### src/include/sync_ctrl_pkg.sv
package sync_ctrl_pkg;

  // Number of output groups, each with its own delay and exclude bit
  localparam int NUM_GROUPS = 6;
  // Width of the coarse delay field (5 to 522 needs ten bits)
  localparam int COARSE_W = 10;
  // Width of the loop 2 feedback divide field
  localparam int LOOP2_DIV_W = 18;
  // Byte address width of the register window
  localparam int ADDR_W = 8;

  // Byte offsets of the registers
  localparam logic [ADDR_W-1:0] GROUP0_OFFSET = 8'h00;
  localparam logic [ADDR_W-1:0] LOOP2_DIV_OFFSET = 8'h78;
  localparam logic [ADDR_W-1:0] CTRL_OFFSET = 8'h80;
  localparam logic [ADDR_W-1:0] STATUS_OFFSET = 8'h84;

  // Field positions inside a group register
  localparam int GROUP_COARSE_LSB = 0;
  localparam int GROUP_HALF_STEP_BIT = 16;
  localparam int GROUP_EXCLUDE_BIT = 24;
  // Field positions inside the status register
  localparam int STATUS_LATCHED_BIT = 0;
  localparam int STATUS_HOLD_BIT = 1;
  localparam int STATUS_RUN_LSB = 8;

  // Sync latency in distribution cycles, from latch to output change
  localparam int SYNC_LATENCY = 6;
  // Stages of the sync request synchroniser
  localparam int SYNC_STAGES = 2;
  // Length of the internal request raised by a register write
  localparam int WRITE_SYNC_CYCLES = 3;
  // Lowest sync type at which the sync pin acts as an output
  localparam logic [2:0] SYNC_TYPE_OUT_MIN = 3'h3;

  // Reset values
  localparam logic [COARSE_W-1:0] COARSE_RESET = 10'h005;
  localparam logic [LOOP2_DIV_W-1:0] LOOP2_DIV_RESET = 18'h00001;

  // Global control register, bit 10 downward
  typedef struct packed {
    logic out4_ref_source_sel;   // Bit 10: output_four from reference
    logic out3_ref_source_sel;   // Bit 9: output_three from reference
    logic internal_vco;          // Bit 8: internal oscillator in use
    logic loop2_unlock_sync;     // Bit 7
    logic loop1_unlock_sync;     // Bit 6
    logic auto_sync;             // Bit 5: group writes raise a sync
    logic [2:0] sync_type;       // Bits 4:2
    logic sync_polarity_invert;  // Bit 1
    logic sync_enable;           // Bit 0
  } ctrl_s;

  localparam logic [10:0] CTRL_RESET = 11'h101;

  // One group's programmed delay settings
  typedef struct packed {
    logic group_sync_exclude;
    logic half_step_delay;
    logic [COARSE_W-1:0] coarse_delay_count;
  } group_cfg_s;

  // Output group sequencing states
  typedef enum logic [2:0] {
    GRP_RUN = 3'b001,
    GRP_HELD = 3'b010,
    GRP_DELAY = 3'b100
  } group_state_e;

endpackage : sync_ctrl_pkg

### src/design/sync_group_delay.sv
`timescale 1ns/1ps
`default_nettype none

// One output group: held low by sync, restarted after latency plus delay
module sync_group_delay #(
  parameter int COARSE_W = sync_ctrl_pkg::COARSE_W
) (
  input wire logic clock,
  input wire logic reset,
  input wire logic participate,
  input wire logic assert_pulse,
  input wire logic release_pulse,
  input wire logic [COARSE_W-1:0] coarse_cfg,
  input wire logic half_step_cfg,
  output logic group_run_q,
  output logic half_step_q
);

  // Room for the largest coarse count
  localparam int CNT_W = COARSE_W + 1;
  // Release arrives a full latency after its latch edge, so the wait
  // loaded here is one short of the coarse count
  localparam logic [CNT_W-1:0] LOAD_TRIM = CNT_W'(1);

  sync_ctrl_pkg::group_state_e state_q;  // Current sequencing state
  sync_ctrl_pkg::group_state_e state_d;  // Next state
  logic [CNT_W-1:0] cnt_q;  // Cycles left before the restart
  logic [CNT_W-1:0] cnt_d;
  wire logic cnt_done = (cnt_q == '0);
  // Coarse count is sampled only here, when the release pulse arrives
  wire logic [CNT_W-1:0] cnt_load = {1'b0, coarse_cfg} - LOAD_TRIM;

  // State sequencing; excluded groups never leave the run state
  always_comb begin
    state_d = state_q;
    cnt_d = cnt_q;
    case (state_q)
      sync_ctrl_pkg::GRP_RUN: begin
        if (assert_pulse && participate) begin
          // Forced low on any phase; a runt pulse outside is accepted
          state_d = sync_ctrl_pkg::GRP_HELD;
        end
      end
      sync_ctrl_pkg::GRP_HELD: begin
        if (release_pulse) begin
          state_d = sync_ctrl_pkg::GRP_DELAY;
          cnt_d = cnt_load;
        end
      end
      sync_ctrl_pkg::GRP_DELAY: begin
        // A fresh sync during the restart wait holds the group again
        if (assert_pulse && participate) begin
          state_d = sync_ctrl_pkg::GRP_HELD;
        end else if (cnt_done) begin
          state_d = sync_ctrl_pkg::GRP_RUN;
        end else begin
          cnt_d = cnt_q - CNT_W'(1);
        end
      end
      default: begin
        state_d = sync_ctrl_pkg::GRP_RUN;
      end
    endcase
  end

  // State, counter and run flag registers
  always_ff @(posedge clock) begin
    if (reset) begin
      state_q <= sync_ctrl_pkg::GRP_RUN;
      cnt_q <= '0;
      group_run_q <= 1'b1;
      half_step_q <= 1'b0;
    end else begin
      state_q <= state_d;
      cnt_q <= cnt_d;
      group_run_q <= (state_d == sync_ctrl_pkg::GRP_RUN);
      // Half step follows the register at once, no sync needed
      half_step_q <= half_step_cfg;
    end
  end

endmodule : sync_group_delay

`default_nettype wire

### src/design/sync_output_control.sv
// Decided for this implementation: the register offsets and the AXI4-Lite register port.
`timescale 1ns/1ps
`default_nettype none

module sync_output_control #(
  parameter int NUM_GROUPS = sync_ctrl_pkg::NUM_GROUPS,
  parameter int SYNC_STAGES = sync_ctrl_pkg::SYNC_STAGES
) (
  input wire logic clock,
  input wire logic reset,
  // AXI4-Lite slave
  input wire logic [sync_ctrl_pkg::ADDR_W-1:0] s_axi_awaddr,
  input wire logic s_axi_awvalid,
  output logic s_axi_awready,
  input wire logic [31:0] s_axi_wdata,
  input wire logic [3:0] s_axi_wstrb,
  input wire logic s_axi_wvalid,
  output logic s_axi_wready,
  output logic [1:0] s_axi_bresp,
  output logic s_axi_bvalid,
  input wire logic s_axi_bready,
  input wire logic [sync_ctrl_pkg::ADDR_W-1:0] s_axi_araddr,
  input wire logic s_axi_arvalid,
  output logic s_axi_arready,
  output logic [31:0] s_axi_rdata,
  output logic [1:0] s_axi_rresp,
  output logic s_axi_rvalid,
  input wire logic s_axi_rready,
  // Sync pin level and loop lock indicators
  input wire logic sync_pin,
  input wire logic loop1_lock_indicator,
  input wire logic loop2_lock_indicator,
  // Per group run flag and half step advance
  output logic [NUM_GROUPS-1:0] group_run,
  output logic [NUM_GROUPS-1:0] group_half_step,
  // Latched sync state
  output logic sync_latched
);

  localparam logic [1:0] RESP_OKAY = 2'h0;
  localparam logic [1:0] RESP_SLVERR = 2'h2;
  localparam int GIDX_W = sync_ctrl_pkg::ADDR_W - 2;
  localparam int WCNT_W = 3;
  // Group index of output_three and output_four
  localparam int OUT3_GROUP = 3;
  localparam int OUT4_GROUP = 4;

  // Registers held by software
  sync_ctrl_pkg::ctrl_s ctrl_q;  // Global sync control
  sync_ctrl_pkg::group_cfg_s group_cfg_q [NUM_GROUPS];  // Per group
  logic [sync_ctrl_pkg::LOOP2_DIV_W-1:0] loop2_div_q;  // Loop 2 divider

  // Byte lane merge of new write data into an old word
  function automatic logic [31:0] merge_bytes(
    input logic [31:0] old_word,
    input logic [31:0] new_word,
    input logic [3:0] strb
  );
    logic [31:0] res;
    res = old_word;
    for (int b = 0; b < 4; b++) begin
      if (strb[b]) begin
        res[8*b +: 8] = new_word[8*b +: 8];
      end
    end
    return res;
  endfunction : merge_bytes

  // ---------------- Write channel ----------------
  logic aw_got_q;  // Write address captured
  logic w_got_q;  // Write data captured
  logic [sync_ctrl_pkg::ADDR_W-1:0] awaddr_q;
  logic [31:0] wdata_q;
  logic [3:0] wstrb_q;

  // Write happens once both halves are in and no response is pending
  wire logic do_write = aw_got_q && w_got_q && !s_axi_bvalid;
  wire logic [GIDX_W-1:0] wr_index = awaddr_q[sync_ctrl_pkg::ADDR_W-1:2];
  wire logic wr_group = (wr_index < GIDX_W'(NUM_GROUPS));
  wire logic wr_loop2 = (awaddr_q == sync_ctrl_pkg::LOOP2_DIV_OFFSET);
  wire logic wr_ctrl = (awaddr_q == sync_ctrl_pkg::CTRL_OFFSET);
  wire logic wr_status = (awaddr_q == sync_ctrl_pkg::STATUS_OFFSET);
  wire logic wr_mapped = wr_group || wr_loop2 || wr_ctrl || wr_status;

  // Current contents of the addressed group register as a word
  logic [31:0] wr_group_word;
  logic [31:0] wr_group_new;
  always_comb begin
    wr_group_word = '0;
    for (int g = 0; g < NUM_GROUPS; g++) begin
      if (wr_index == GIDX_W'(g)) begin
        wr_group_word[sync_ctrl_pkg::GROUP_COARSE_LSB +:
          sync_ctrl_pkg::COARSE_W] = group_cfg_q[g].coarse_delay_count;
        wr_group_word[sync_ctrl_pkg::GROUP_HALF_STEP_BIT] =
          group_cfg_q[g].half_step_delay;
        wr_group_word[sync_ctrl_pkg::GROUP_EXCLUDE_BIT] =
          group_cfg_q[g].group_sync_exclude;
      end
    end
    wr_group_new = merge_bytes(wr_group_word, wdata_q, wstrb_q);
  end

  wire logic [31:0] wr_ctrl_new =
    merge_bytes({21'h0, ctrl_q}, wdata_q, wstrb_q);
  wire logic [31:0] wr_loop2_new =
    merge_bytes({14'h0, loop2_div_q}, wdata_q, wstrb_q);

  // Address and data handshakes, taken in either order
  always_ff @(posedge clock) begin
    if (reset) begin
      aw_got_q <= 1'b0;
      w_got_q <= 1'b0;
      awaddr_q <= '0;
      wdata_q <= '0;
      wstrb_q <= '0;
      s_axi_awready <= 1'b1;
      s_axi_wready <= 1'b1;
      s_axi_bvalid <= 1'b0;
      s_axi_bresp <= RESP_OKAY;
    end else begin
      if (s_axi_awvalid && s_axi_awready) begin
        awaddr_q <= s_axi_awaddr;
        aw_got_q <= 1'b1;
        s_axi_awready <= 1'b0;
      end
      if (s_axi_wvalid && s_axi_wready) begin
        wdata_q <= s_axi_wdata;
        wstrb_q <= s_axi_wstrb;
        w_got_q <= 1'b1;
        s_axi_wready <= 1'b0;
      end
      if (do_write) begin
        aw_got_q <= 1'b0;
        w_got_q <= 1'b0;
        s_axi_bvalid <= 1'b1;
        // Status is read only, so a write there is refused too
        s_axi_bresp <= (wr_mapped && !wr_status) ? RESP_OKAY : RESP_SLVERR;
      end
      // Ready comes back only after the response is taken
      if (s_axi_bvalid && s_axi_bready) begin
        s_axi_bvalid <= 1'b0;
        s_axi_awready <= 1'b1;
        s_axi_wready <= 1'b1;
      end
    end
  end

  // Register file updates
  always_ff @(posedge clock) begin
    if (reset) begin
      ctrl_q <= sync_ctrl_pkg::CTRL_RESET;
      loop2_div_q <= sync_ctrl_pkg::LOOP2_DIV_RESET;
      for (int g = 0; g < NUM_GROUPS; g++) begin
        group_cfg_q[g] <= {1'b0, 1'b0, sync_ctrl_pkg::COARSE_RESET};
      end
    end else if (do_write) begin
      if (wr_ctrl) begin
        ctrl_q <= wr_ctrl_new[10:0];
      end
      if (wr_loop2) begin
        loop2_div_q <= wr_loop2_new[sync_ctrl_pkg::LOOP2_DIV_W-1:0];
      end
      for (int g = 0; g < NUM_GROUPS; g++) begin
        if (wr_group && wr_index == GIDX_W'(g)) begin
          group_cfg_q[g] <= {
            wr_group_new[sync_ctrl_pkg::GROUP_EXCLUDE_BIT],
            wr_group_new[sync_ctrl_pkg::GROUP_HALF_STEP_BIT],
            wr_group_new[sync_ctrl_pkg::GROUP_COARSE_LSB +:
              sync_ctrl_pkg::COARSE_W]};
        end
      end
    end
  end

  // ---------------- Sync request sources ----------------
  // Register writes that raise a sync event
  wire logic write_sync_trig = do_write && (
    (wr_group && ctrl_q.auto_sync) ||
    (wr_loop2 && ctrl_q.internal_vco));

  // Stretches a write trigger so the latch sees more than one cycle
  logic [WCNT_W-1:0] write_sync_cnt_q;
  always_ff @(posedge clock) begin
    if (reset) begin
      write_sync_cnt_q <= '0;
    end else if (write_sync_trig) begin
      write_sync_cnt_q <= WCNT_W'(sync_ctrl_pkg::WRITE_SYNC_CYCLES);
    end else if (write_sync_cnt_q != '0) begin
      write_sync_cnt_q <= write_sync_cnt_q - WCNT_W'(1);
    end
  end
  wire logic write_sync_req = (write_sync_cnt_q != '0);

  // Pin synchroniser; only the last stage is looked at
  logic [SYNC_STAGES-1:0] pin_sync_q;
  logic [1:0] lock_q;  // Lock indicators, registered once
  always_ff @(posedge clock) begin
    if (reset) begin
      pin_sync_q <= '0;
      lock_q <= 2'h0;
    end else begin
      pin_sync_q <= {pin_sync_q[SYNC_STAGES-2:0], sync_pin};
      lock_q <= {loop2_lock_indicator, loop1_lock_indicator};
    end
  end
  wire logic pin_level = pin_sync_q[SYNC_STAGES-1];

  // Input types compare the pin with the invert bit; output types use
  // the invert bit alone, so toggling it raises or drops sync directly
  wire logic pin_is_output =
    (ctrl_q.sync_type >= sync_ctrl_pkg::SYNC_TYPE_OUT_MIN);
  wire logic manual_req = pin_is_output ? ctrl_q.sync_polarity_invert
    : (pin_level != ctrl_q.sync_polarity_invert);
  wire logic unlock_req =
    (ctrl_q.loop1_unlock_sync && !lock_q[0]) ||
    (ctrl_q.loop2_unlock_sync && !lock_q[1]);
  wire logic sync_req = ctrl_q.sync_enable &&
    (manual_req || unlock_req || write_sync_req);

  // ---------------- Latch and latency ----------------
  // The latch point is this flop; the cycle it catches a slow pin edge
  // on is not fixed, so callers must not rely on one cycle
  logic latched_q;
  logic [sync_ctrl_pkg::SYNC_LATENCY-1:0] hold_pipe_q;
  always_ff @(posedge clock) begin
    if (reset) begin
      latched_q <= 1'b0;
      hold_pipe_q <= '0;
      sync_latched <= 1'b0;
    end else begin
      latched_q <= sync_req;
      hold_pipe_q <= {hold_pipe_q[sync_ctrl_pkg::SYNC_LATENCY-2:0],
        latched_q};
      sync_latched <= sync_req;
    end
  end

  // Assertion reaches the groups six cycles after the latch edge
  localparam int HOLD_TAP = sync_ctrl_pkg::SYNC_LATENCY - 2;
  wire logic assert_pulse =
    hold_pipe_q[HOLD_TAP] && !hold_pipe_q[HOLD_TAP+1];
  // Release runs down the same delay line as assertion, so a request
  // shorter than the latency can never leave the groups held for good
  wire logic release_pulse =
    !hold_pipe_q[HOLD_TAP] && hold_pipe_q[HOLD_TAP+1];

  // ---------------- Output groups ----------------
  // Reference-sourced groups sit outside sync; the reference oscillator
  // output itself is not a group and is never touched here
  logic [NUM_GROUPS-1:0] ref_sourced;
  logic [NUM_GROUPS-1:0] participate;
  always_comb begin
    ref_sourced = '0;
    ref_sourced[OUT3_GROUP] = ctrl_q.out3_ref_source_sel;
    ref_sourced[OUT4_GROUP] = ctrl_q.out4_ref_source_sel;
    for (int g = 0; g < NUM_GROUPS; g++) begin
      participate[g] = !group_cfg_q[g].group_sync_exclude &&
        !ref_sourced[g];
    end
  end

  // Same sequencer per group, so equal delays rise together
  for (genvar g = 0; g < NUM_GROUPS; g++) begin : gen_group
    sync_group_delay #(
      .COARSE_W(sync_ctrl_pkg::COARSE_W)
    ) u_group (
      .clock(clock),
      .reset(reset),
      .participate(participate[g]),
      .assert_pulse(assert_pulse),
      .release_pulse(release_pulse),
      .coarse_cfg(group_cfg_q[g].coarse_delay_count),
      .half_step_cfg(group_cfg_q[g].half_step_delay),
      .group_run_q(group_run[g]),
      .half_step_q(group_half_step[g])
    );
  end

  // ---------------- Read channel ----------------
  wire logic [GIDX_W-1:0] rd_index = s_axi_araddr[sync_ctrl_pkg::ADDR_W-1:2];
  logic [31:0] rd_word;
  logic rd_hit;
  always_comb begin
    rd_word = '0;
    rd_hit = 1'b1;
    if (rd_index < GIDX_W'(NUM_GROUPS)) begin
      for (int g = 0; g < NUM_GROUPS; g++) begin
        if (rd_index == GIDX_W'(g)) begin
          rd_word[sync_ctrl_pkg::GROUP_COARSE_LSB +:
            sync_ctrl_pkg::COARSE_W] = group_cfg_q[g].coarse_delay_count;
          rd_word[sync_ctrl_pkg::GROUP_HALF_STEP_BIT] =
            group_cfg_q[g].half_step_delay;
          rd_word[sync_ctrl_pkg::GROUP_EXCLUDE_BIT] =
            group_cfg_q[g].group_sync_exclude;
        end
      end
    end else if (s_axi_araddr == sync_ctrl_pkg::LOOP2_DIV_OFFSET) begin
      rd_word[sync_ctrl_pkg::LOOP2_DIV_W-1:0] = loop2_div_q;
    end else if (s_axi_araddr == sync_ctrl_pkg::CTRL_OFFSET) begin
      rd_word[10:0] = ctrl_q;
    end else if (s_axi_araddr == sync_ctrl_pkg::STATUS_OFFSET) begin
      rd_word[sync_ctrl_pkg::STATUS_LATCHED_BIT] = latched_q;
      rd_word[sync_ctrl_pkg::STATUS_HOLD_BIT] =
        hold_pipe_q[sync_ctrl_pkg::SYNC_LATENCY-1];
      rd_word[sync_ctrl_pkg::STATUS_RUN_LSB +: NUM_GROUPS] = group_run;
    end else begin
      // Unmapped addresses read zero with an error response
      rd_hit = 1'b0;
    end
  end

  // One read at a time; address ready drops until data is taken
  always_ff @(posedge clock) begin
    if (reset) begin
      s_axi_arready <= 1'b1;
      s_axi_rvalid <= 1'b0;
      s_axi_rdata <= '0;
      s_axi_rresp <= RESP_OKAY;
    end else begin
      if (s_axi_arvalid && s_axi_arready) begin
        s_axi_arready <= 1'b0;
        s_axi_rvalid <= 1'b1;
        s_axi_rdata <= rd_word;
        s_axi_rresp <= rd_hit ? RESP_OKAY : RESP_SLVERR;
      end
      if (s_axi_rvalid && s_axi_rready) begin
        s_axi_rvalid <= 1'b0;
        s_axi_arready <= 1'b1;
      end
    end
  end

endmodule : sync_output_control

`default_nettype wire

### config.mk
export PLATFORM = sky130hd
export DESIGN_NAME = sync_output_control
export DESIGN_NICKNAME = d
export VERILOG_FILES = /design/src/include/sync_ctrl_pkg.sv /design/src/design/sync_group_delay.sv /design/src/design/sync_output_control.sv
export SDC_FILE = /design/constraint.sdc
export NUM_CORES = 1
export LEC_CHECK = 0
export ABC_AREA = 1
export BUFFER_PORTS_ARGS = -buffer_cell sky130_fd_sc_hd__buf_2
export CAP_MARGIN = 20
export CORE_MARGIN = 2
export CORE_UTILIZATION = 40
export DETAILED_ROUTE_END_ITERATION = 10
export SETUP_SLACK_MARGIN = 0.15
export SLEW_MARGIN = 20
export SYNTH_ARGS = -nofsm -noshare
export SYNTH_HDL_FRONTEND = slang
export SYNTH_SLANG_ARGS = --single-unit
### constraint.sdc
create_clock -name clock -period 2.3 [get_ports clock]
set_clock_uncertainty 0.05 [all_clocks]
set_input_delay 0.115 -clock clock [delete_from_list [all_inputs] [get_ports clock]]
set_output_delay 0.115 -clock clock [all_outputs]
set_load 0.05 [all_outputs]
# [After elaboration in Yosys (flattened, before gate mapping)]
# Memory sizes are Yosys's and may differ from the RTL's.
# Index checks and enable logic that the tools add are counted.
[totals] elab_cells=367 rom_bits=0 output_inout_bits=54 mem_count=1 in_bits=62 latchBits=0 ramBits=72 register_bits=206
[memory_table] name="group_cfg_q" words=6 word_bits=12 rd=6 rd_clocked_by_memory_dff=0 write_ports=6 line_no="sync_output_control.sv:50" rtl="sync_ctrl_pkg::group_cfg_s group_cfg_q [NUM_GROUPS];"
[op_classes] muxes=148 n_mul=0 div=0 reduce_logical=82 addsub=13 n_eq_ne=59 shift=0 order_cmp=3 n_bitwise=6
[op_table] operator="$mux W11" n=18
[op_table] operator="$pmux W11 S2" n=6
[op_table] operator="$mux W10" n=13
[op_table] operator="$mux W3" n=26
[op_table] operator="$mux W12" n=6
[op_table] operator="$logic_not A11 Y1" n=6
[op_table] operator="$sub A10 B1 Y11 const B" n=6
[op_table] operator="$sub A11 B1 Y11 const B" n=6
[op_table] operator="$mux W1" n=60
[op_table] operator="$pmux W3 S3" n=6
[op_table] operator="$eq A3 B1 Y1 const B" n=12
[op_table] operator="$ne A2 B2 Y1 const B" n=17
[op_table] operator="$eq A8 B8 Y1 const B" n=4
[op_table] operator="$logic_and A1 B1 Y1" n=30
[op_table] operator="$eq A6 B2 Y1 const B" n=4
[op_table] operator="$eq A6 B3 Y1 const B" n=4
[op_table] operator="$reduce_and A4 Y1" n=6
[op_table] operator="$eq A3 B2 Y1 const B" n=6
[op_table] operator="$eq A3 B3 Y1 const B" n=6
[op_table] operator="$mux W6" n=3
[op_table] operator="$eq A8 B7 Y1 const B" n=2
[op_table] operator="$reduce_and A3 Y1" n=5
[op_table] operator="$logic_not A1 Y1" n=14
[op_table] operator="$mux W14" n=1
[op_table] operator="15 further kinds" n=44

# [Longest topological paths before layout]
# Gate-level depths: netlist of the first run.
[logic_depth] word_depth=9 ltp_mapped=14 depth_no_buf=13

# [Hierarchy]
# A second synthesis of the first run with hierarchy kept.
[hier_totals] hier_cells=2139 hier_area_um2=14921.8
[modules_own_cells] mod="sync_output_control" area_each_um2=8381.8 seq_area_each_um2=4204.0 cells_per_inst=1108 instances=1
[modules_own_cells] mod="sync_group_delay (gen_group[0].u_group ...)" area_each_um2=1082.3 seq_area_each_um2=320.3 cells_per_inst=170 instances=5
[modules_own_cells] mod="sync_group_delay (gen_group[5].u_group)" area_each_um2=1128.6 seq_area_each_um2=320.3 cells_per_inst=181 instances=1

# [Worst setup path before layout of the first run]
# OpenSTA, ideal clock, no wires.
[synth_timing] path_type="register to register" start="register s_axi_bvalid" end="memory group_cfg_q[3][0] in the netlist's numbering (enable)" setup_time_ns=0.398 setup_slack_ns=-0.111 n_path_buf=0 t_arrival_ns=1.963 required_time_ns=1.852 stages_incl_launch_ff=4 synth_period_minus_slack_ns=2.411 path_cell_list="dfxtp_1 nor3_4 inv_2 o21ai_0"
[synth_lines] element="start, declared" line_no="sync_output_control.sv:20" rtl="output logic s_axi_bvalid,"
[synth_lines] element="start signal, assigned" line_no="sync_output_control.sv:118" rtl="s_axi_bvalid <= 1'b0;"
[synth_lines] element="start signal, assigned" line_no="sync_output_control.sv:135" rtl="s_axi_bvalid <= 1'b1;"
[synth_lines] element="start signal, assigned" line_no="sync_output_control.sv:141" rtl="s_axi_bvalid <= 1'b0;"
[synth_lines] element="end, declared" line_no="sync_output_control.sv:50"

# [Worst setup path in the final report of the first run]
[layout_timing] start="register hold_pipe_q[5] in the netlist's numbering" end="register gen_group[0].u_group.cnt_q[9]"
[layout_between] elab_chain_cells=5 word_cells_on_any_way=7 cone_classes="eq/ne: 2; reduce/logical: 5"
[layout_lines] element="start, declared" line_no="sync_output_control.sv:224" rtl="logic [sync_ctrl_pkg::SYNC_LATENCY-1:0] hold_pipe_q;"
[layout_lines] element="start signal, assigned" line_no="sync_output_control.sv:232" rtl="hold_pipe_q <= {hold_pipe_q[sync_ctrl_pkg::SYNC_LATENCY-2:0],"
[layout_lines] element="$logic_not A1 Y1" line_no="sync_output_control.sv:241" rtl="hold_pipe_q[HOLD_TAP] && !hold_pipe_q[HOLD_TAP+1];"
[layout_lines] element="$logic_and A1 B1 Y1" line_no="sync_output_control.sv:241"
[layout_lines] element="$logic_and A1 B1 Y1" line_no="sync_group_delay.sv:52" rtl="if (assert_pulse && participate) begin"
[layout_lines] element="$ne A2 B2 Y1 (no line)"
[layout_lines] element="$reduce_and A4 Y1 (no line) *"
[layout_lines] element="end signal, assigned" line_no="sync_group_delay.sv:75" rtl="cnt_q <= cnt_d;"
[layout_lines] element="end, declared" line_no="sync_group_delay.sv:27" rtl="logic [CNT_W-1:0] cnt_q;"
# Mark *: on every way between the ends. The rest lies on a longest branch, timed or not.
# A chain may end at the register's enable or synchronous reset.

==> metrics, run 1 <==
Slowest Stage Delay on Critical Path=0.34 ns; Leak=7.60 nW; pwr dens=695 mW/mm^2; Post-Syn Area=0.0144 sq mm; initial core utilization=40.5%; first-pass GRT wire length=67.8 mm; M1 WL=19.1 mm; largest net degree at the start of global routing=55; hold endpoint=s_axi_rdata[10]; Site Rows=69; # port buffers=87; critical path data arrival time=2.41 ns; Design Area, Final=0.0168 sq mm; crit path time final=2.04 ns; antenna-violating nets left=0; routed wire length=42.3 mm; WP buf/inv=3; Core Area=0.0355 sq mm; met2 routed wirelength=19.5 mm; #FFs+latches synth=270; Layout Nets=2,212; final period utilization=88.6%; Hold Crit Class=in2reg; I/O pins=116; routed vias/inst=5.05; die height=194 um; HP Start=s_axi_arvalid; pre-CTS setup slack=0.266 ns; Cells after Synth=2,008; Placed Area=0.0153 sq mm; Critical-path top delay cell=or2_0; most frequent cells in the layout=nand2_1 (409), inv_1 (261), nor2_1 (244), dfxtp_1 (198), a21oi_1 (195); Worst R2R Start=hold_pipe_q[5]; hold path cells=5; Mean Syn Cell Area=7.16 sq um; Unique masters post-synth=53; htree depth=2; grt ovf=0; Rel. slew slack=63.5%; setup slack, reg-to-reg=0.26 ns; critical path class=reg2reg; worst-path cell chain=inv_1, nand2_1, or2_0, nor2_1, nor2_2, nand3_4, inv_2, nand3_1, nand2_1, inv_1; worst setup margin=0.263 ns; hold slack=0.0339 ns; outcome=finished, final reports clean; Final Hold Violating Endpoints=0; most common cell after layout, fill and taps aside=nand2_1; drc violations=0; Worst VDD drop=0.495 mV; Die Wd=194 um; layout cells sized above 1=14.4%; initial antenna violation count=3; CTS Buf Count=34; CTS tree=done; post-synthesis sequential area ratio=42.6%; post-DP HPWL=31.7 mm; crit path from=hold_pipe_q[5]; Crit path max-delay family=simple AND/OR/NAND/NOR gates; RSZ-0062 raised after global routing=yes; deepest clock path buffer count=3; Critical Path RT=2.68 ns; clock sink count=270; Startpoint Class=register; Clock transition at path regs=0.06 ns; r2r endpoint=gen_group[0].u_group.cnt_q[9]; 1st-pass router iterations=6; die area=0.0375 sq mm; vias in the first global route=12.7k; met3 WL=2.75 mm; DR vias=13.3k; fmax=0.491 GHz; worst-path fanout max=14; GRT Total Usage=22.4%; Clk Latency, worst-skew pair=0.53 ns; top sig layer=met4; maxcap violations=0; detailed-route wire length per cell=16.1 um; CTS Root Cell=clkbuf_16; Final Setup Violations=0; GPL Wtd Cong=0.982; warnings from Yosys=0; Area growth syn-to-layout=17.2%; max-slew violations=0; worst r2r path cells=10; Iter 0 DRT Violations=1,165; Slew @ Worst Pin=0.548 ns; Worst setup EP type=register
## final cells by class
| cell class | count | area [sq um] |
|---|---|---|
| Antenna cell | 2 | 5.00 |
| Clock buffer | 44 | 933 |
| Clock inverter | 15 | 180 |
| Fill cell | 3548 | 18700 |
| Inverter | 282 | 1060 |
| Multi-Input combinational cell | 1382 | 6740 |
| Sequential cell | 270 | 6130 |
| Tap cell | 461 | 577 |
| Timing Repair Buffer | 172 | 1210 |
## where the power goes
part | switching [W] | internal, W
Sequential | 0.000114 | 0.00503
Combinational | 0.000863 | 0.000375
Clock | 0.00217 | 0.00314
## worst min-delay path: stages
cell and delay [ns]:
buf_2 0.08, nand2_1 0.08, buf_4 0.18, nand2_1 0.06, a21oi_1 0.05
## metal layers
layer	GRT usage, %	vias to the layer above
met1	30.3	6088
met4	5.60	0
li1	-	6744
met3	3.89	60
met5	0	-
met2	37.1	387
## cells by family after synthesis
family | Yosys count | synth area share (%)
other | 1 | 0.0261
adders and majority gates | 8 | 0.697
AOI/OAI and AO/OA | 428 | 16.3
buffers and inverters | 370 | 11.0
DFF | 270 | 42.6
and+or+nand+nor | 916 | 28.3
xor gates and xnor gates | 15 | 0.914
## cell usage after synthesis, drive strengths merged
| cell | instances | area share [%] |
|---|---|---|
| a32oi | 1 | 0.061 |
| nand3 | 142 | 5.1 |
| clkbuf | 27 | 0.71 |
| o21ai | 193 | 7.4 |
| and2 | 1 | 0.044 |
| or2 | 11 | 0.48 |
| nor3b | 1 | 0.052 |
| ha | 8 | 0.70 |
| nor4 | 1 | 0.087 |
| o21bai | 6 | 0.31 |
| clkinv | 2 | 0.087 |
| o22ai | 3 | 0.13 |
| xnor2 | 6 | 0.37 |
| buf | 61 | 2.9 |
| a31oi | 4 | 0.17 |
| xor2 | 9 | 0.55 |
| a22oi | 2 | 0.10 |
| o211ai | 9 | 0.47 |
| a22o | 3 | 0.18 |
| nand4 | 24 | 1.0 |
| a21oi | 198 | 7.0 |
| inv | 280 | 7.3 |
| nor2 | 277 | 8.2 |
| a211oi | 1 | 0.052 |
| a21boi | 5 | 0.29 |
| dfxtp | 198 | 28 |
| edfxtp | 72 | 15 |
| o21a | 3 | 0.16 |
| nand2 | 429 | 12 |
| nand3b | 8 | 0.42 |
| conb | 1 | 0.026 |
| nor3 | 22 | 1.2 |
## stage by stage
step	util (%)	total power, W	setup TNS, ns	instances
4_1_cts	47.3	0.0118	0	2623
3_5_place_dp	43.1	0.00642	0	2527
5_1_grt	47.4	0.0122	0	2626
6_report	47.4	0.0117	0	2628
3_3_place_gp	43.1	0.00640	0	2527
2_1_floorplan	-	0.00607	-5.05	2022
## worst max-delay path by stage
stage,to,cells past startpoint
after detailed placement,group_cfg_q[1][11],10
after CTS,group_cfg_q[1][11],10
after global routing,gen_group[3].u_group.cnt_q[4],10
after global placement,gen_group[3].u_group.cnt_q[5],11
after floorplan,group_cfg_q[3][0],3
final,gen_group[0].u_group.cnt_q[9],10
## sequential cells by signal, indices dropped and copies added (netlist names), 3 cells and up
signal                         count
gen_group.u_group.cnt_q           66
gen_group.u_group.state_q         18
loop2_div_q                       18
gen_group.u_group.half_step_q      6
hold_pipe_q                        6
ctrl_q                            11
gen_group.u_group.group_run_q      6
write_sync_cnt_q                   3
group_cfg_q                       72
s_axi_rdata                       19
wstrb_q                            4
wdata_q                           19
awaddr_q                           8
## what timing repair did
action,in CTS,in global routing
hold buffers,37,0
endpoints found under the hold margin,42,0
gates resized for setup,0,7
buffers inserted,0,3
endpoints found under the setup margin,0,26
(Power assumes the default switching activity.)
==> run 2, diff against run 1 <==
--- a/config.mk
+++ b/config.mk
@@ -5,10 +5,8 @@
 export SDC_FILE = /design/constraint.sdc
 export NUM_CORES = 1
 export LEC_CHECK = 0
-export ABC_AREA = 1
 export BUFFER_PORTS_ARGS = -buffer_cell sky130_fd_sc_hd__buf_2
 export CAP_MARGIN = 20
-export CORE_MARGIN = 2
 export CORE_UTILIZATION = 40
 export DETAILED_ROUTE_END_ITERATION = 10
 export SETUP_SLACK_MARGIN = 0.15
==> run 2 against run 1 <==
Net effect:
- the run now ends with setup timing left
- flip-flop and latch count stayed put
- worst hold slack improved by 0.086 ns
- largest cell class unchanged
- utilization increased by 6.9 points
- critical path depth shrank 2
- power is 1.8% lower
- setup slack got worse by 0.35 ns
- non-clock buffer count is 203 higher
- wire length up 15%
- critical endpoint is now gen_group[4].u_group.cnt_q[10]
- synthesized area up 0.48%
- die area fell by 1.6%
==> metrics, run 2 <==
crit path from=gen_group[4].u_group.state_q[1]; Placed Area=0.0166 sq mm (+8.3%); Cells after Synth=1,691 (-16%); ys flop type=dfxtp_1; Clk Latency, worst-skew pair=0.59 ns (+0.06 ns); Final Hold Violating Endpoints=0 (unchanged); Synth area leaders=dfxtp_1 (27%), edfxtp_1 (15%), nand2_1 (5.9%), nor2_1 (5.0%), a21oi_1 (4.9%); die area=0.0369 sq mm (-1.6%); Rel. slew slack=43.8% (-20 points); drc violations=0 (unchanged); Startpoint Class=register; max reg flops=72 (unchanged); sequential share of power=44.8% (+0.8 points); pwr dens=594 mW/mm^2 (-15%); detailed-route wire length per cell=19.8 um (+23%); Setup crit end=gen_group[4].u_group.cnt_q[10]; Post-Syn Area=0.0144 sq mm (+0.48%); warnings from Yosys=0 (unchanged); critical path class=reg2reg; switching share of total power=26.8% (-0.16 points); post-DP HPWL=34.1 mm (+7.5%); die height=192 um (-0.80%); largest area contributor in the netlist=dfxtp_1; Critical Path RT=2.70 ns (+0.02 ns); post-synthesis sequential area ratio=42.4% (-0.20 points); Unique masters post-synth=86 (+62%); Core Area=0.0356 sq mm (+0.24%); GPL Wtd Cong=0.890 (-9.4%); #FFs+latches synth=270 (unchanged); Psw=0.00308 W (-2.4%); Filler cells=3,208 (-9.6%); largest net degree at the start of global routing=77 (+40%); GRT Total Usage=26.1% (+3.7 points); worst-path cell chain=or3b_4, mux2i_2, ha_2, or4b_4, nor4b_2, o22ai_1, xnor2_1, nor2_1; largest registers=group_cfg_q (72), gen_group.u_group.cnt_q (66); Leak=7.20 nW (-5.3%); Layout Nets=2,048 (-7.4%); Site Rows=69 (unchanged); RSZ-0062 raised after global routing=yes; most common cell in the netlist=nand2_1; Area growth syn-to-layout=34.0%; fmax=0.420 GHz (-15%); stages on the worst setup path=8 (-2); CTS Buf Count=31 (-8.8%); Design Area, Final=0.0193 sq mm (+15%); worst r2r path cells=8 (-2); initial antenna violation count=3 (unchanged); htree depth=1 (-1); combinational share of power=12.6% (+2.0 points); antenna-violating nets left=0 (unchanged); critical path data arrival time=2.79 ns (+0.38 ns); post-synth top area share=27.5% (-0.13 points); vias in the first global route=13.6k (+7.3%); maxcap violations=0 (unchanged); EDFF count, synth=72 (unchanged); max-slew violations=0 (unchanged); Slew @ Worst Pin=0.840 ns (+0.293 ns); Slowest Stage Delay on Critical Path=0.49 ns (+0.15 ns); final period utilization=104% (+15 points); worst-path fanout max=3 (-11); violated checks=setup timing; Crit path max-delay family=simple AND/OR/NAND/NOR gates; Mean Syn Cell Area=8.54 sq um (+19%); setup slack, reg-to-reg=-0.08 ns (-0.35 ns); routed vias/inst=5.86 (+16%); async set-reset flop share out of synthesis=0% (unchanged); hold slack=0.120 ns (+0.0859 ns); Worst VDD drop=0.620 mV (+25%); Hold Crit Class=in2reg; layout cells sized above 1=29.1% (+15 points); most common cell after layout, fill and taps aside=nand2_1; clock sink count=270 (unchanged); outcome=finished, violations left; Worst R2R Start=gen_group[4].u_group.state_q[1]; Final Setup Violations=6 (+6); CTS Root Cell=clkbuf_16; r2r endpoint=gen_group[4].u_group.cnt_q[10]; CTS tree=done; 1st-pass router iterations=6 (unchanged); Critical-path top delay cell=or4b_4; internal power=0.00841 W (-1.6%); Worst setup EP type=register; first-pass GRT wire length=75.3 mm (+11%); deepest clock path buffer count=3 (unchanged); Clock transition at path regs=0.07 ns (about the same); # port buffers=87 (unchanged); worst setup margin=-0.0831 ns (-0.346 ns); initial core utilization=40.6% (+0.095 points); routed wire length=48.7 mm (+15%); grt ovf=0 (unchanged); Reg with most FFs=group_cfg_q; I/O pins=116 (unchanged); Iter 0 DRT Violations=1,200 (+3.0%); most frequent cells in the layout=nand2_1 (219), buf_4 (186), dfxtp_1 (178), nor2_1 (140), a21oi_1 (138); crit path time final=2.38 ns (+0.346 ns); DR vias=14.4k (+8.7%); Die Wd=192 um (-0.80%); list of most frequent post-synthesis cells=nand2_1 (226), dfxtp_1 (198), nor2_1 (191); clock power share=42.6% (-2.8 points); WP buf/inv=0 (-3)
==> run 2: cell types whose count changed in the layout (fill, tap and decap cells not counted), sizes merged, moves of 80 or more <==
| cell | previous run | this run |
|---|---|---|
| buf | 135 | 311 |
| nand2 | 429 | 226 |
| nor2 | 277 | 192 |
| o21ai | 193 | 72 |
| nand3 | 142 | 62 |
| inv | 281 | 21 |
==> run 2: metrics by stage <==
stage          power (W)  setup TNS (ns)  utilization, %  worst slack [ns]  cells
2_1_floorplan    0.00597           -1.92               -            -0.320   1705
3_3_place_gp     0.00641          -0.537            46.5           -0.0919   2309
3_5_place_dp     0.00642          -0.518            46.5           -0.0976   2309
4_1_cts           0.0115          -0.226            52.8           -0.0582   2452
5_1_grt           0.0118          -0.855            54.4            -0.160   2464
6_report          0.0115          -0.211            54.4           -0.0831   2465
==> run 2: worst min path at each step <==
stage / from / end / slack (ns) / cells after the start
floorplan: s_axi_wvalid / s_axi_wready / 0.17 / 1
global placement: s_axi_wvalid / s_axi_wready / 0.28 / 2
detailed placement: s_axi_wvalid / s_axi_wready / 0.29 / 2
CTS: s_axi_arvalid / s_axi_rdata[24] / 0.11 / 4
global route: s_axi_araddr[3] / s_axi_rdata[16] / 0.18 / 5
finish: s_axi_arvalid / s_axi_rdata[24] / 0.12 / 4
==> run 2: power groups by stage <==
stage               logic (W)  clock network (W)  registers [W]
CTS                   0.00137            0.00495        0.00514
global placement      0.00117                  0        0.00524
global route          0.00154            0.00515        0.00516
floorplan            0.000692                  0        0.00528
finish                0.00145            0.00490        0.00515
detailed placement    0.00118                  0        0.00524
==> run 2: final cells by class <==
type | count | area (sq um) | share of cell area (%)
clock inverters | 10 | 70.1 | 0.362
clock buffers | 48 | 941 | 4.86
inverters | 18 | 67.6 | 0.349
well taps | 461 | 577 | 2.98
multi-input cells | 1282 | 8500 | 44.0
repair buffers | 375 | 3030 | 15.6
flip-flops and latches | 270 | 6160 | 31.8
diodes | 1 | 2.50 | 0.0129
==> run 2: routing by layer <==
metal  share of wire, %  track usage (%)
met1                 43             35.7
met2                 46             41.8
met3                7.0             3.51
met4                3.7             9.24
met5               0.15             1.65
==> run 2: logic make-up after synthesis <==
logic type | after synthesis | synth area share [%]
adder cells (fa/ha/maj) | 8 | 0.693
flip-flops | 270 | 42.4
XOR/XNOR | 20 | 1.21
AO/OA/AOI/OAI | 425 | 19.2
multiplexers | 64 | 5.83
other | 1 | 0.0260
buffers and inverters | 153 | 5.18
AND/OR/NAND/NOR | 750 | 25.4
==> run 2: worst register-to-register path: cells and delay by family (launching register included) <==
kind                     cells  cell delay [ns]
AND/OR/NAND/NOR              4             1.21
adder cells (fa/ha/maj)      1             0.21
AO/OA/AOI/OAI                1             0.11
multiplexers                 1             0.21
XOR/XNOR                     1             0.14
flip-flops                   1             0.32
==> run 2: repair_timing <==
item,CTS,global route
gates cloned,1,1
endpoints found under the hold margin,53,0
endpoints found under the setup margin,96,177
pin swaps,54,48
gates resized for setup,96,134
setup buffers,20,11
hold buffers,64,0
